`config.mk`:
```
export PLATFORM = sky130hd
export DESIGN_NAME = mdu_unit
export DESIGN_NICKNAME = d
export VERILOG_FILES = /design/src/hw/mdu_pkg.sv /design/src/hw/mdu_data_if.sv /design/src/hw/mdu_divider.sv /design/src/hw/mdu_mac.sv /design/src/hw/mdu_unit.sv
export SDC_FILE = /design/constraint.sdc
export NUM_CORES = 2
export LEC_CHECK = 0
export BUFFER_PORTS_ARGS = -buffer_cell sky130_fd_sc_hd__buf_2
export CAP_MARGIN = 20
export CORE_MARGIN = 8
export CORE_UTILIZATION = 35
export DETAILED_ROUTE_END_ITERATION = 12
export SETUP_SLACK_MARGIN = 0.15
export SYNTH_ARGS = -nofsm -noshare
export SYNTH_HDL_FRONTEND = slang
export SYNTH_SLANG_ARGS = --single-unit
```
`constraint.sdc`:
```
create_clock -name clock_in -period 32 [get_ports clock_in]
set_clock_uncertainty 0.05 [all_clocks]
set_input_delay 3.2 -clock clock_in [delete_from_list [all_inputs] [get_ports clock_in]]
set_output_delay 3.2 -clock clock_in [all_outputs]
set_load 0.005 [all_outputs]
```
`src/hw/mdu_pkg.sv`:
```
// constants shared by the multiplier/divider unit and its helpers
package mdu_pkg;

   // operation field, bits 3..0 of the mode word
   localparam logic [3:0] OP_CLEAR  = 4'h0;
   localparam logic [3:0] OP_LOAD16 = 4'h1;
   localparam logic [3:0] OP_LOAD32 = 4'h2;
   localparam logic [3:0] OP_READ   = 4'h3;
   localparam logic [3:0] OP_MULU   = 4'h4;
   localparam logic [3:0] OP_MULS   = 4'h5;
   localparam logic [3:0] OP_MAC    = 4'h7;
   localparam logic [3:0] OP_DIVU   = 4'h8;
   localparam logic [3:0] OP_DIVS   = 4'h9;

   // mode word layout
   localparam int         MODE_W       = 7;
   localparam int         MODE_OP_LSB  = 0;
   localparam int         MODE_OP_MSB  = 3;
   localparam int         MODE_OUT_LSB = 4;
   localparam int         MODE_OUT_MSB = 6;
   localparam logic [2:0] OUT_LOW      = 3'h0;
   localparam logic [2:0] OUT_HIGH     = 3'h1;
   localparam logic [6:0] MODE_RESET   = 7'h00;

   // condition flag set, order C V Z N
   localparam logic [3:0] FLAGS_NONE = 4'h0;
   localparam logic [3:0] FLAGS_OVF  = 4'h4;

   localparam logic [31:0] RESULT_RESET = 32'h0000_0000;

   // register map, byte addresses
   localparam logic [4:0] ADDR_MODE   = 5'h00;
   localparam logic [4:0] ADDR_RESULT = 5'h04;
   localparam logic [4:0] ADDR_STATUS = 5'h08;
   localparam logic [4:0] ADDR_CLEAR  = 5'h0C;
   localparam logic [4:0] ADDR_ENABLE = 5'h10;
   localparam logic [4:0] ADDR_STATE  = 5'h14;

   // event bits of status, clear and enable
   localparam int         EV_W      = 3;
   localparam int         EV_DONE   = 0;
   localparam int         EV_OVF    = 1;
   localparam int         EV_DZERO  = 2;
   localparam logic [2:0] EV_RESET  = 3'h0;

endpackage : mdu_pkg

```
`src/hw/mdu_data_if.sv`:
```
// operand and result carrier between the control block and its datapaths
`timescale 1ns/10ps
`default_nettype none
interface mdu_data_if;
   logic        is_signed;
   logic [15:0] opnd_a;
   logic [15:0] opnd_b;
   logic [31:0] acc;
   logic [15:0] quot;
   logic [15:0] rem;
   logic        div_zero;
   logic [31:0] prod;
   logic [31:0] sum;
   logic        sum_ovf;

   modport ctrl (output is_signed, opnd_a, opnd_b, acc,
                 input  quot, rem, div_zero, prod, sum, sum_ovf);
   modport div  (input  is_signed, opnd_a, opnd_b,
                 output quot, rem, div_zero);
   modport mac  (input  is_signed, opnd_a, opnd_b, acc,
                 output prod, sum, sum_ovf);
endinterface : mdu_data_if
`default_nettype wire

```
`src/hw/mdu_divider.sv`:
```
// combinational 16 by 16 divider, unsigned or truncating signed
`timescale 1ns/10ps
`default_nettype none
module mdu_divider
   import mdu_pkg::*;
(
   mdu_data_if.div dio
);
   logic        neg_a;
   logic        neg_b;
   logic [15:0] mag_a;
   logic [15:0] mag_b;
   logic [15:0] uq;
   logic [15:0] ur;

   assign neg_a = dio.is_signed & dio.opnd_a[15];
   assign neg_b = dio.is_signed & dio.opnd_b[15];
   assign mag_a = neg_a ? 16'(-dio.opnd_a) : dio.opnd_a;
   assign mag_b = neg_b ? 16'(-dio.opnd_b) : dio.opnd_b;
   assign dio.div_zero = (dio.opnd_b == 16'h0000);
   // zero divisor: all-ones quotient, 0x0001 for a negative signed dividend; dividend kept as residue
   assign uq = dio.div_zero ? 16'hFFFF : 16'(mag_a / mag_b);
   assign ur = dio.div_zero ? mag_a : 16'(mag_a % mag_b);
   assign dio.quot = (neg_a ^ neg_b) ? 16'(-uq) : uq;
   assign dio.rem  = neg_a ? 16'(-ur) : ur;
endmodule : mdu_divider
`default_nettype wire

```
`src/hw/mdu_mac.sv`:
```
// product and accumulate sum with signed overflow detect
`timescale 1ns/10ps
`default_nettype none
module mdu_mac
   import mdu_pkg::*;
(
   mdu_data_if.mac mio
);
   logic [31:0] sprod;
   logic [31:0] uprod;

   // operands widened first so the product keeps all 32 bits
   assign sprod = $signed({{16{mio.opnd_a[15]}}, mio.opnd_a})
                * $signed({{16{mio.opnd_b[15]}}, mio.opnd_b});
   assign uprod = {16'h0000, mio.opnd_a} * {16'h0000, mio.opnd_b};
   assign mio.prod = mio.is_signed ? sprod : uprod;
   // accumulation is always signed
   assign mio.sum  = 32'(sprod + mio.acc);
   assign mio.sum_ovf = (~sprod[31] & ~mio.acc[31] & mio.sum[31])
                      | (sprod[31] & mio.acc[31] & ~mio.sum[31]);
endmodule : mdu_mac
`default_nettype wire

```
`src/hw/mdu_unit.sv`:
```
// multiplier/divider coprocessor: divide, initialise, accumulate, bus regs
//
// What this block does
// - mode 0x8 divides unsigned, 0x9 signed; first operand dividend
// - division stores quotient in result low half, residue high half
// - division answer is quotient or residue per output half; flags zero
// - result register holds its value until a later operation
// - writing mode 0x0 clears the result register at once
// - load: mode 0x1 zero-extends source, mode 0x2 loads both operands
// - mode 0x7 adds the signed product to the result register
// - accumulate answer is low or high result half per output field
// - accumulate flags are 0b0100 on overflow, else all zero
// - accumulate mode stays set for repeated operand pairs
// - overflow: like-signed product and result give opposite sign sum
// - overflow clears on clean accumulate or transfer outside read mode
// - mode word: bits 6..4 output half, bits 3..0 operation
// - read mode returns selected half, no change, flags zero
//
// Our own choices: register access over Avalon-MM and the register offsets.
`timescale 1ns/10ps
`default_nettype none
module mdu_unit
   import mdu_pkg::*;
(
   input  wire logic        clock_in,
   input  wire logic        rstn_in,
   // cpu coprocessor side
   input  wire logic        mode_wr_in,
   input  wire logic [6:0]  mode_data_in,
   input  wire logic        operate_wr_in,
   input  wire logic        load_wr_in,
   input  wire logic [15:0] dst_opnd_in,
   input  wire logic [15:0] src_opnd_in,
   output logic             ans_valid_out,
   output logic [15:0]      ans_data_out,
   output logic [3:0]       flags_out,
   // avalon-mm slave
   input  wire logic [4:0]  avs_address_in,
   input  wire logic        avs_read_in,
   input  wire logic        avs_write_in,
   input  wire logic [31:0] avs_writedata_in,
   input  wire logic [3:0]  avs_byteenable_in,
   output logic [31:0]      avs_readdata_out,
   output logic             avs_waitrequest_out,
   output logic             irq_out
);

   ////////////////////////////////////////////////////////////////////////
   // state

   logic [6:0]  mode_reg;
   logic [6:0]  mode_next;
   logic [31:0] result_reg;
   logic [31:0] result_next;
   logic        ovf_reg;
   logic        ovf_next;
   logic        ans_valid_reg;
   logic [15:0] ans_data_reg;
   logic [15:0] ans_data_next;
   logic [3:0]  flags_reg;
   logic [3:0]  flags_next;
   logic [2:0]  status_reg;
   logic [2:0]  status_next;
   logic [2:0]  enable_reg;
   logic [2:0]  enable_next;
   logic        ack_reg;
   logic [31:0] rdata_reg;
   logic [31:0] rdata_next;

   mdu_data_if dp ();

   mdu_divider u_div
   (
      .dio (dp.div)
   );

   mdu_mac u_mac
   (
      .mio (dp.mac)
   );

   ////////////////////////////////////////////////////////////////////////
   // decode of mode and strobes

   wire [3:0]  op_code;
   wire [2:0]  out_field;
   wire        high_sel;
   wire        is_div;
   wire        is_mac;
   wire        is_mul;
   wire        do_op;
   wire        do_load;
   wire        counts_for_ovf;
   wire        op_ovf;
   wire        is_read;
   wire        is_load16;
   wire        is_load32;

   assign op_code   = mode_reg[MODE_OP_MSB:MODE_OP_LSB];
   assign out_field = mode_reg[MODE_OUT_MSB:MODE_OUT_LSB];
   // reserved output codes fall back to the low half
   assign high_sel  = (out_field == OUT_HIGH);
   assign is_div    = (op_code == OP_DIVU) | (op_code == OP_DIVS);
   // mode is never rewritten by an operate, so accumulate repeats
   assign is_mac    = (op_code == OP_MAC);
   assign is_mul    = (op_code == OP_MULU) | (op_code == OP_MULS);
   // a mode write in the same cycle wins over the operand strobes
   assign do_op     = operate_wr_in & ~mode_wr_in;
   assign do_load   = load_wr_in & ~mode_wr_in & ~operate_wr_in;
   assign is_read   = (op_code == OP_READ);
   assign is_load16 = (op_code == OP_LOAD16);
   assign is_load32 = (op_code == OP_LOAD32);
   // read mode leaves the overflow flag alone so it can be polled
   assign counts_for_ovf = (do_op | do_load) & ~is_read;
   assign op_ovf    = do_op & is_mac & dp.sum_ovf;

   ////////////////////////////////////////////////////////////////////////
   // datapath operands

   assign dp.is_signed = (op_code == OP_DIVS) | (op_code == OP_MULS);
   assign dp.opnd_a    = dst_opnd_in;
   assign dp.opnd_b    = src_opnd_in;
   assign dp.acc       = result_reg;

   ////////////////////////////////////////////////////////////////////////
   // avalon-mm decode

   wire        bus_req;
   wire        cpu_busy;
   wire        bus_fire;
   wire        wr_fire;
   wire        be_low;
   wire        wr_mode;
   wire        wr_clear;
   wire        wr_enable;
   wire [2:0]  clear_bits;
   wire        hit_mode;
   wire        hit_result;
   wire        hit_status;
   wire        hit_enable;
   wire        hit_clear;
   wire        hit_state;

   assign bus_req  = avs_read_in | avs_write_in;
   // bus accesses wait out cpu strobes so the two never collide
   assign cpu_busy = mode_wr_in | operate_wr_in | load_wr_in;
   assign bus_fire = bus_req & ack_reg & ~cpu_busy;
   assign wr_fire  = bus_fire & avs_write_in;
   assign be_low   = avs_byteenable_in[0];

   assign hit_mode   = (avs_address_in == ADDR_MODE);
   assign hit_result = (avs_address_in == ADDR_RESULT);
   assign hit_status = (avs_address_in == ADDR_STATUS);
   assign hit_enable = (avs_address_in == ADDR_ENABLE);
   assign hit_clear  = (avs_address_in == ADDR_CLEAR);
   assign hit_state  = (avs_address_in == ADDR_STATE);

   assign wr_mode   = wr_fire & be_low & hit_mode;
   assign wr_clear  = wr_fire & be_low & hit_clear;
   assign wr_enable = wr_fire & be_low & hit_enable;
   assign clear_bits = wr_clear ? avs_writedata_in[EV_W-1:0] : EV_RESET;

   // combinational wait: two-cycle access with no read pipeline
   assign avs_waitrequest_out = bus_req & ~bus_fire;
   assign avs_readdata_out    = rdata_reg;

   ////////////////////////////////////////////////////////////////////////
   // next-state logic

   wire        any_mode_wr;
   wire [6:0]  mode_wdata;
   wire [2:0]  events;
   wire        clear_on_mode;
   wire        dzero_ev;

   assign any_mode_wr = mode_wr_in | wr_mode;
   assign mode_wdata  = mode_wr_in ? mode_data_in
                                   : avs_writedata_in[MODE_W-1:0];

   assign events[EV_DONE]  = do_op;
   assign events[EV_OVF]   = op_ovf;
   // op 0 clears as soon as the mode is written, no operand transfer
   assign clear_on_mode = any_mode_wr
                        & (mode_wdata[MODE_OP_MSB:MODE_OP_LSB] == OP_CLEAR);
   assign dzero_ev = do_op & is_div & dp.div_zero;
   assign events[EV_DZERO] = dzero_ev;

   always_comb
   begin
      mode_next   = any_mode_wr ? mode_wdata : mode_reg;
      result_next = result_reg;
      if (clear_on_mode)
      begin
         result_next = RESULT_RESET;
      end
      else if (do_op)
      begin
         if (is_div)
         begin
            result_next = {dp.rem, dp.quot};
         end
         else if (is_mac)
         begin
            result_next = dp.sum;
         end
         else if (is_mul)
         begin
            result_next = dp.prod;
         end
         // read mode and others leave the result alone
      end
      else if (do_load)
      begin
         if (is_load16)
         begin
            result_next = {16'h0000, src_opnd_in};
         end
         else if (is_load32)
         begin
            result_next = {dst_opnd_in, src_opnd_in};
         end
      end
   end

   always_comb
   begin
      ovf_next = ovf_reg;
      if (counts_for_ovf)
      begin
         ovf_next = op_ovf;
      end
   end

   // answer half taken from the updated result, so divide returns
   // quotient or residue and read mode returns the held value
   assign ans_data_next = high_sel ? result_next[31:16]
                                   : result_next[15:0];
   // only an overflowing accumulate raises a flag
   assign flags_next = op_ovf ? FLAGS_OVF : FLAGS_NONE;

   // set wins over a same-cycle clear
   assign status_next = (status_reg & ~clear_bits) | events;
   assign enable_next = wr_enable ? avs_writedata_in[EV_W-1:0] : enable_reg;

   // snapshot one cycle ahead of completion; a cpu strobe that stalls
   // the access lands after the snapshot, so the read sees older state
   always_comb
   begin
      rdata_next = 32'h0000_0000;
      if (avs_read_in)
      begin
         if (hit_mode)
         begin
            rdata_next = {25'h000_0000, mode_reg};
         end
         else if (hit_result)
         begin
            rdata_next = result_reg;
         end
         else if (hit_status)
         begin
            rdata_next = {29'h0000_0000, status_reg};
         end
         else if (hit_enable)
         begin
            rdata_next = {29'h0000_0000, enable_reg};
         end
         else if (hit_state)
         begin
            rdata_next = {31'h0000_0000, ovf_reg};
         end
      end
   end

   ////////////////////////////////////////////////////////////////////////
   // registers

   always_ff @(posedge clock_in)
   begin
      if (!rstn_in)
      begin
         mode_reg   <= MODE_RESET;
         result_reg <= RESULT_RESET;
         ovf_reg    <= 1'b0;
      end
      else
      begin
         mode_reg   <= mode_next;
         result_reg <= result_next;
         ovf_reg    <= ovf_next;
      end
   end

   always_ff @(posedge clock_in)
   begin
      if (!rstn_in)
      begin
         ans_valid_reg <= 1'b0;
         ans_data_reg  <= 16'h0000;
         flags_reg     <= FLAGS_NONE;
      end
      else
      begin
         ans_valid_reg <= do_op;
         if (do_op)
         begin
            ans_data_reg <= ans_data_next;
            flags_reg    <= flags_next;
         end
      end
   end

   always_ff @(posedge clock_in)
   begin
      if (!rstn_in)
      begin
         status_reg <= EV_RESET;
         enable_reg <= EV_RESET;
         ack_reg    <= 1'b0;
         rdata_reg  <= 32'h0000_0000;
      end
      else
      begin
         status_reg <= status_next;
         enable_reg <= enable_next;
         // one wait state: data is captured, then the access completes
         ack_reg    <= bus_req & ~bus_fire;
         rdata_reg  <= rdata_next;
      end
   end

   ////////////////////////////////////////////////////////////////////////
   // outputs

   assign ans_valid_out = ans_valid_reg;
   assign ans_data_out  = ans_data_reg;
   assign flags_out     = flags_reg;
   // level built from flops only, so no decode glitch reaches the cpu
   assign irq_out       = |(status_reg & enable_reg);

endmodule : mdu_unit
`default_nettype wire

```
### Word-level counts from Yosys, hierarchy flattened

Index checks and enable logic that the tools add are counted.

* bits in registers: 100
* logic and storage cells: 111
* output and inout port bits: 55
* input port bits: 87

* $add $sub $neg: 5
* multiply operators: 2
* equality and inequality tests: 14
* reductions and logical operators: 6
* mux-type cells: 24
* bitwise operators: 47
* divide/modulo/power cells: 2

Operators by type and width (number)
* $mux 32: 10
* $mux 16: 7
* $mul 16x16->32: 2
* $neg 16->16: 4
* $add 32x32->32: 1
* $and 1x1->1: 23
* $div 16x16->16: 1
* $logic_not 16->1: 1
* $mod 16x16->16: 1
* $mux 7: 2
* $eq 4x3->1 const B: 3
* $mux 3: 4
* $eq 5x4->1 const B: 2
* $eq 5x5->1 const B: 2
* $not 1->1: 10
* $or 1x1->1: 9
* $eq 4x2->1 const B: 2
* $eq 4x4->1 const B: 2
* $and 3x3->3: 2
* $reduce_or 3->1: 2
* $eq 5x3->1 const B: 1
* $logic_not 5->1: 1
* $eq 4x1->1 const B: 1
* $logic_not 4->1: 1
* other kinds (6): 6

### Longest topological paths before layout

* depth in word-level cells: 12
* gate-level depth with buffers: 165
* gate-level depth less buffers: 151

### Hierarchy

From an unflattened synthesis, not the netlist that was laid out.

* cells, all modules: 4064
* area, all modules: 31866.8 sq um

Modules (own cells, without submodules)
* mdu_mac: sequential area each 0.0 sq um, times used 1, area each 16602.2 sq um, cells each 1886
* mdu_divider: sequential area each 0.0 sq um, times used 1, area each 9849.4 sq um, cells each 1500
* mdu_unit: sequential area each 1941.9 sq um, times used 1, area each 5415.2 sq um, cells each 678

### Worst setup path after synthesis

OpenSTA, ideal clock, no wires.

* kind: in2reg
* start: in src_opnd_in[0]
* end: reg result_reg[31], in the netlist dp.acc[31]
* data required time: 31.847 ns
* cell stages on the path: 149
* slack: -2.318 ns
* data arrival time: 34.165 ns
* library setup time: 0.103 ns
* path buffers: 19
* cells stage by stage: buf_2 > inv_1 > ha_1 > clkbuf_2 > nor3b_2 > nand4b_1 > a221oi_1 > and2_1 > buf_2 > buf_4 > nand4_1 > nor4_1 > a211oi_1 > a21oi_1 > ha_1 > o21ai_0 > a21oi_1 > nand4_1 > (+113 left out) > mux2i_1 > inv_1 > fa_1 > nand2b_1 > a21oi_1 > o2bb2ai_1 > o21a_1 > a221oi_1 > clkbuf_1 > a211oi_1 > a221o_1 > nor3_4 > o211ai_2 > nor3_1 > a21oi_1 > xnor2_1 > a21oi_2 > a2111oi_2

* cells in the longest elaborated chain, start to end: 9
* elaborated cells between the ends (all ways): 16
* classes of those cells: 3 x add/sub; 2 x mul; 1 x div; 9 x mux; 1 x reduce/logical

RTL lines
* start, declared: line mdu_unit.sv:33 `input wire logic [15:0] src_opnd_in,`
* $neg 16->16: line mdu_divider.sv:19 `assign mag_b = neg_b ? 16'(-dio.opnd_b) : dio.opnd_b;`
* $mux 16: line mdu_divider.sv:19
* $mod 16x16->16: line mdu_divider.sv:23 `assign ur = dio.div_zero ? mag_a : 16'(mag_a % mag_b);`
* $mux 16: line mdu_divider.sv:23
* $neg 16->16: line mdu_divider.sv:25 `assign dio.rem = neg_a ? 16'(-ur) : ur;`
* $mux 16: line mdu_divider.sv:25
* $mux 32 (*): line mdu_unit.sv:198 `if (is_div)`
* $mux 32 (*): line mdu_unit.sv:196 `else if (do_op)`
* $mux 32 (*): line mdu_unit.sv:192 `if (clear_on_mode)`
* end signal, assigned: line mdu_unit.sv:289 `result_reg <= result_next;`
* end, declared: line mdu_unit.sv:53 `logic [31:0] result_reg;`

Every way passes the cells marked *; elsewhere a longest branch is shown, timed or not.
A chain may end at the register's enable or synchronous reset.

### Worst setup path after layout

* start: in src_opnd_in[0]
* end: reg ans_data_reg[9], in the netlist ans_data_out[9]

* cells in the longest elaborated chain, start to end: 10
* elaborated cells between the ends (all ways): 21
* classes of those cells: 4 x add/sub; 2 x mul; 2 x div; 12 x mux; 1 x reduce/logical

RTL lines
* $neg 16->16: line mdu_divider.sv:19
* $mux 16: line mdu_divider.sv:19
* $div 16x16->16 / $mod 16x16->16 (equally long branches): line mdu_divider.sv:22, mdu_divider.sv:23
* $mux 16, on equally long branches: line mdu_divider.sv:22, mdu_divider.sv:23
* $neg 16->16, on equally long branches: line mdu_divider.sv:24, mdu_divider.sv:25
* $mux 16, on equally long branches: line mdu_divider.sv:24, mdu_divider.sv:25
* $mux 32 (*): line mdu_unit.sv:198
* $mux 32 (*): line mdu_unit.sv:196
* $mux 32 (*): line mdu_unit.sv:192
* $mux 16 (*): line mdu_unit.sv:236 `assign ans_data_next = high_sel ? result_next[31:16]`
* end signal, assigned: line mdu_unit.sv:307 `ans_data_reg <= ans_data_next;`
* end, declared: line mdu_unit.sv:58 `logic [15:0] ans_data_reg;`

Marked as above.

==> metrics.txt <==
H-tree levels=3; crit end category=flip-flop; launching point of the worst reg2reg path=mode_reg[2]; critical-path maximum fanout=6; Critical Path End=ans_data_out[9]; cts hold-fix bufs=0; synth warn=0; number of standard-cell rows in the floorplan=108; clock-pin slew of the registers on the worst-case setup and hold paths=90 ps; number of max-cap violations=0; cell seen most often among critical-path stages=sky130_fd_sc_hd__o211ai_1; count of buffers from port buffering=110; buffer and inverter count on the worst path=22; routability cong.=0.966; Final Max Slew Viols=0; startpoint of the worst setup timing path=src_opnd_in[0]; endpoint required time on the critical path=32220 ps; detailed router's first-iteration violation count=2553; Slowest Stage Delay on Critical Path=540 ps; I/O pin count=142; die span in y=311 µm; Worst path top cell family by delay=compound AO/OA/AOI/OAI gates; cell accounting for the most synthesized area=sky130_fd_sc_hd__fa_1; Floorplan Core Area=0.0863 mm²; capture instance of the worst register-to-register path=ans_data_out[9]; net total in the final layout=5392; Hold Worst Slack=415 ps; via count of the first global-routing pass=31000; post-route ant nets=0; Post-Synthesis Cells=3820; kind of start point of the critical path=input pin; clock latency at the later pin of the worst-skew pair=390 ps; number of antenna violations at the first check in global routing=15; Die Area=0.0965 mm²; Min Clock Period, post-route=31600 ps; post-synthesis async set-or-reset flop share=0%; Slowest cell on crit path=sky130_fd_sc_hd__or4b_4; total via count after detailed routing=31600; Global Route Usage Sum=23.8%; most common library cells after synthesis=sky130_fd_sc_hd__inv_1, sky130_fd_sc_hd__nand2_1, sky130_fd_sc_hd__fa_1, sky130_fd_sc_hd__ha_1, sky130_fd_sc_hd__nor2_1; Worst slew margin=39.5%; HPWL reported at the end of detailed placement=96300 µm; number of distinct library cell variants in the gate-level netlist after synthesis=109; Critical Path Stages=146; Final Cycle Share=98.8%; WP data arrival=31820 ps; Max Buffers Root-to-Sink=2; number of flops mapped to enable cells by yosys=0; final hold viol count=0; most instantiated library cell after synthesis=sky130_fd_sc_hd__inv_1; cell count of the worst reg-to-reg path=144; Final Setup Violations=0; mean number of vias per cell=5.46; Setup Crit Path Kind=in2reg; remaining design rule violation count=0; Initial Utilization=35.2%; chip width=311 µm; number of clock sinks=97; FF-to-FF setup slack=2560 ps; wire length after detailed routing=120000 µm; top cell type's share of synthesized area=24.3%; global-route wire length before repair=183000 µm; pin count of the biggest net entering global routing=62; sequential element share of the synthesized area=6.39%; unrepaired setup endpoints after global routing=true; clock buffer count from CTS=9; root buffer cell=sky130_fd_sc_hd__clkbuf_16; Seq cells post-synth=97; Avg WL per Cell=20.7 µm; global route overflow=0; mean post-synth cell area=7.95 µm²; Hold Crit Class=reg2reg; drt pass-1 iters=5; clock tree from TritonCTS=done; achievable clock frequency=31.6 MHz; area growth from synthesis to layout=33.8%; total standard cell area after synthesis=0.0304 mm²; actual slew at the worst max-slew pin=908 ps; outcome=completed; leading post-synthesis cells by cell area=sky130_fd_sc_hd__fa_1, sky130_fd_sc_hd__ha_1, sky130_fd_sc_hd__dfxtp_1; commonest register cell after synthesis=sky130_fd_sc_hd__dfxtp_1; proportion of layout cells with a drive suffix above 1=29.2%
[routing by layer]
layer	wire, µm	vias up	GRT usage (%)
li1	-	14700	-
met1	50400	15300	32.2
met2	53100	1229	37.1
met3	9550	272	3.82
met4	6670	2	10.7
met5	12	-	0
[worst min-delay path by stage]
stage               to  startpoint  slack, ps  depth (start not counted)
2_1_floorplan  ovf_reg     ovf_reg        390                          2
5_1_grt        ovf_reg     ovf_reg        450                          2
3_5_place_dp   ovf_reg     ovf_reg        400                          2
6_report       ovf_reg     ovf_reg        410                          2
3_3_place_gp   ovf_reg     ovf_reg        400                          2
4_1_cts        ovf_reg     ovf_reg        420                          2
[through the flow]
step / util (%) / setup TNS, ps / setup slack, ps / instances / instance area [µm²]
global route: 47.1 / -16670 / -705 / 5777 / 40600
detailed placement: 43.3 / -55820 / -1660 / 5648 / 37400
finish: 47.1 / 0 / 398 / 5779 / 40600
CTS: 44.7 / 0 / 167 / 5708 / 38600
global placement: 43.3 / -49070 / -1580 / 5648 / 37400
floorplan: - / 0 / 159 / 3822 / 30500
[layout make-up]
| class | instances | area [µm²] |
|---|---|---|
| clock buffers | 9 | 225 |
| multi-input cells | 3102 | 28200 |
| well taps | 1155 | 1450 |
| fillers | 8346 | 45700 |
| flip-flops and latches | 97 | 1940 |
| repair buffers | 951 | 7080 |
| diodes | 11 | 27.5 |
| inverters | 447 | 1680 |
| clock inverters | 7 | 93.8 |
[cell usage in the layout, fill, tap and decap left out, drive strengths merged, types with 66 or more instances in the layout]
cell type    n
buf        951
inv        447
nand2      390
fa         368
ha         329
nor2       291
a21oi      218
o21ai      178
and2       140
xnor2      122
nor3        99
dfxtp       97
xor2        79
nand3       72
a21o        66
[worst register-to-register path, delay by kind of cell (launching register included)]
kind | cells | cell delay, ps
compound gates | 70 | 13640
xor+xnor | 2 | 720
fa+ha+maj | 15 | 4050
buf+inv | 21 | 3220
flops | 1 | 660
mux | 4 | 1430
simple gates | 32 | 5540
[logic make-up after synthesis]
kind of cell | synth area share, %
xor+xnor | 5.82
other cells | 0.0123
compound gates | 20.2
buf+inv | 7.93
fa+ha+maj | 37.8
flops | 6.39
simple gates | 20.1
mux | 1.73
[timing repair]
item / in CTS / in global routing
cloned: 2 / 0
buffers inserted: 42 / 60
setup endpoints to repair: 47 / 48
resized for setup: 110 / 317
pin swaps: 75 / 184
Power is not shown: default switching activity piles up to over one toggle a cycle in this logic, so the estimate is an artifact.
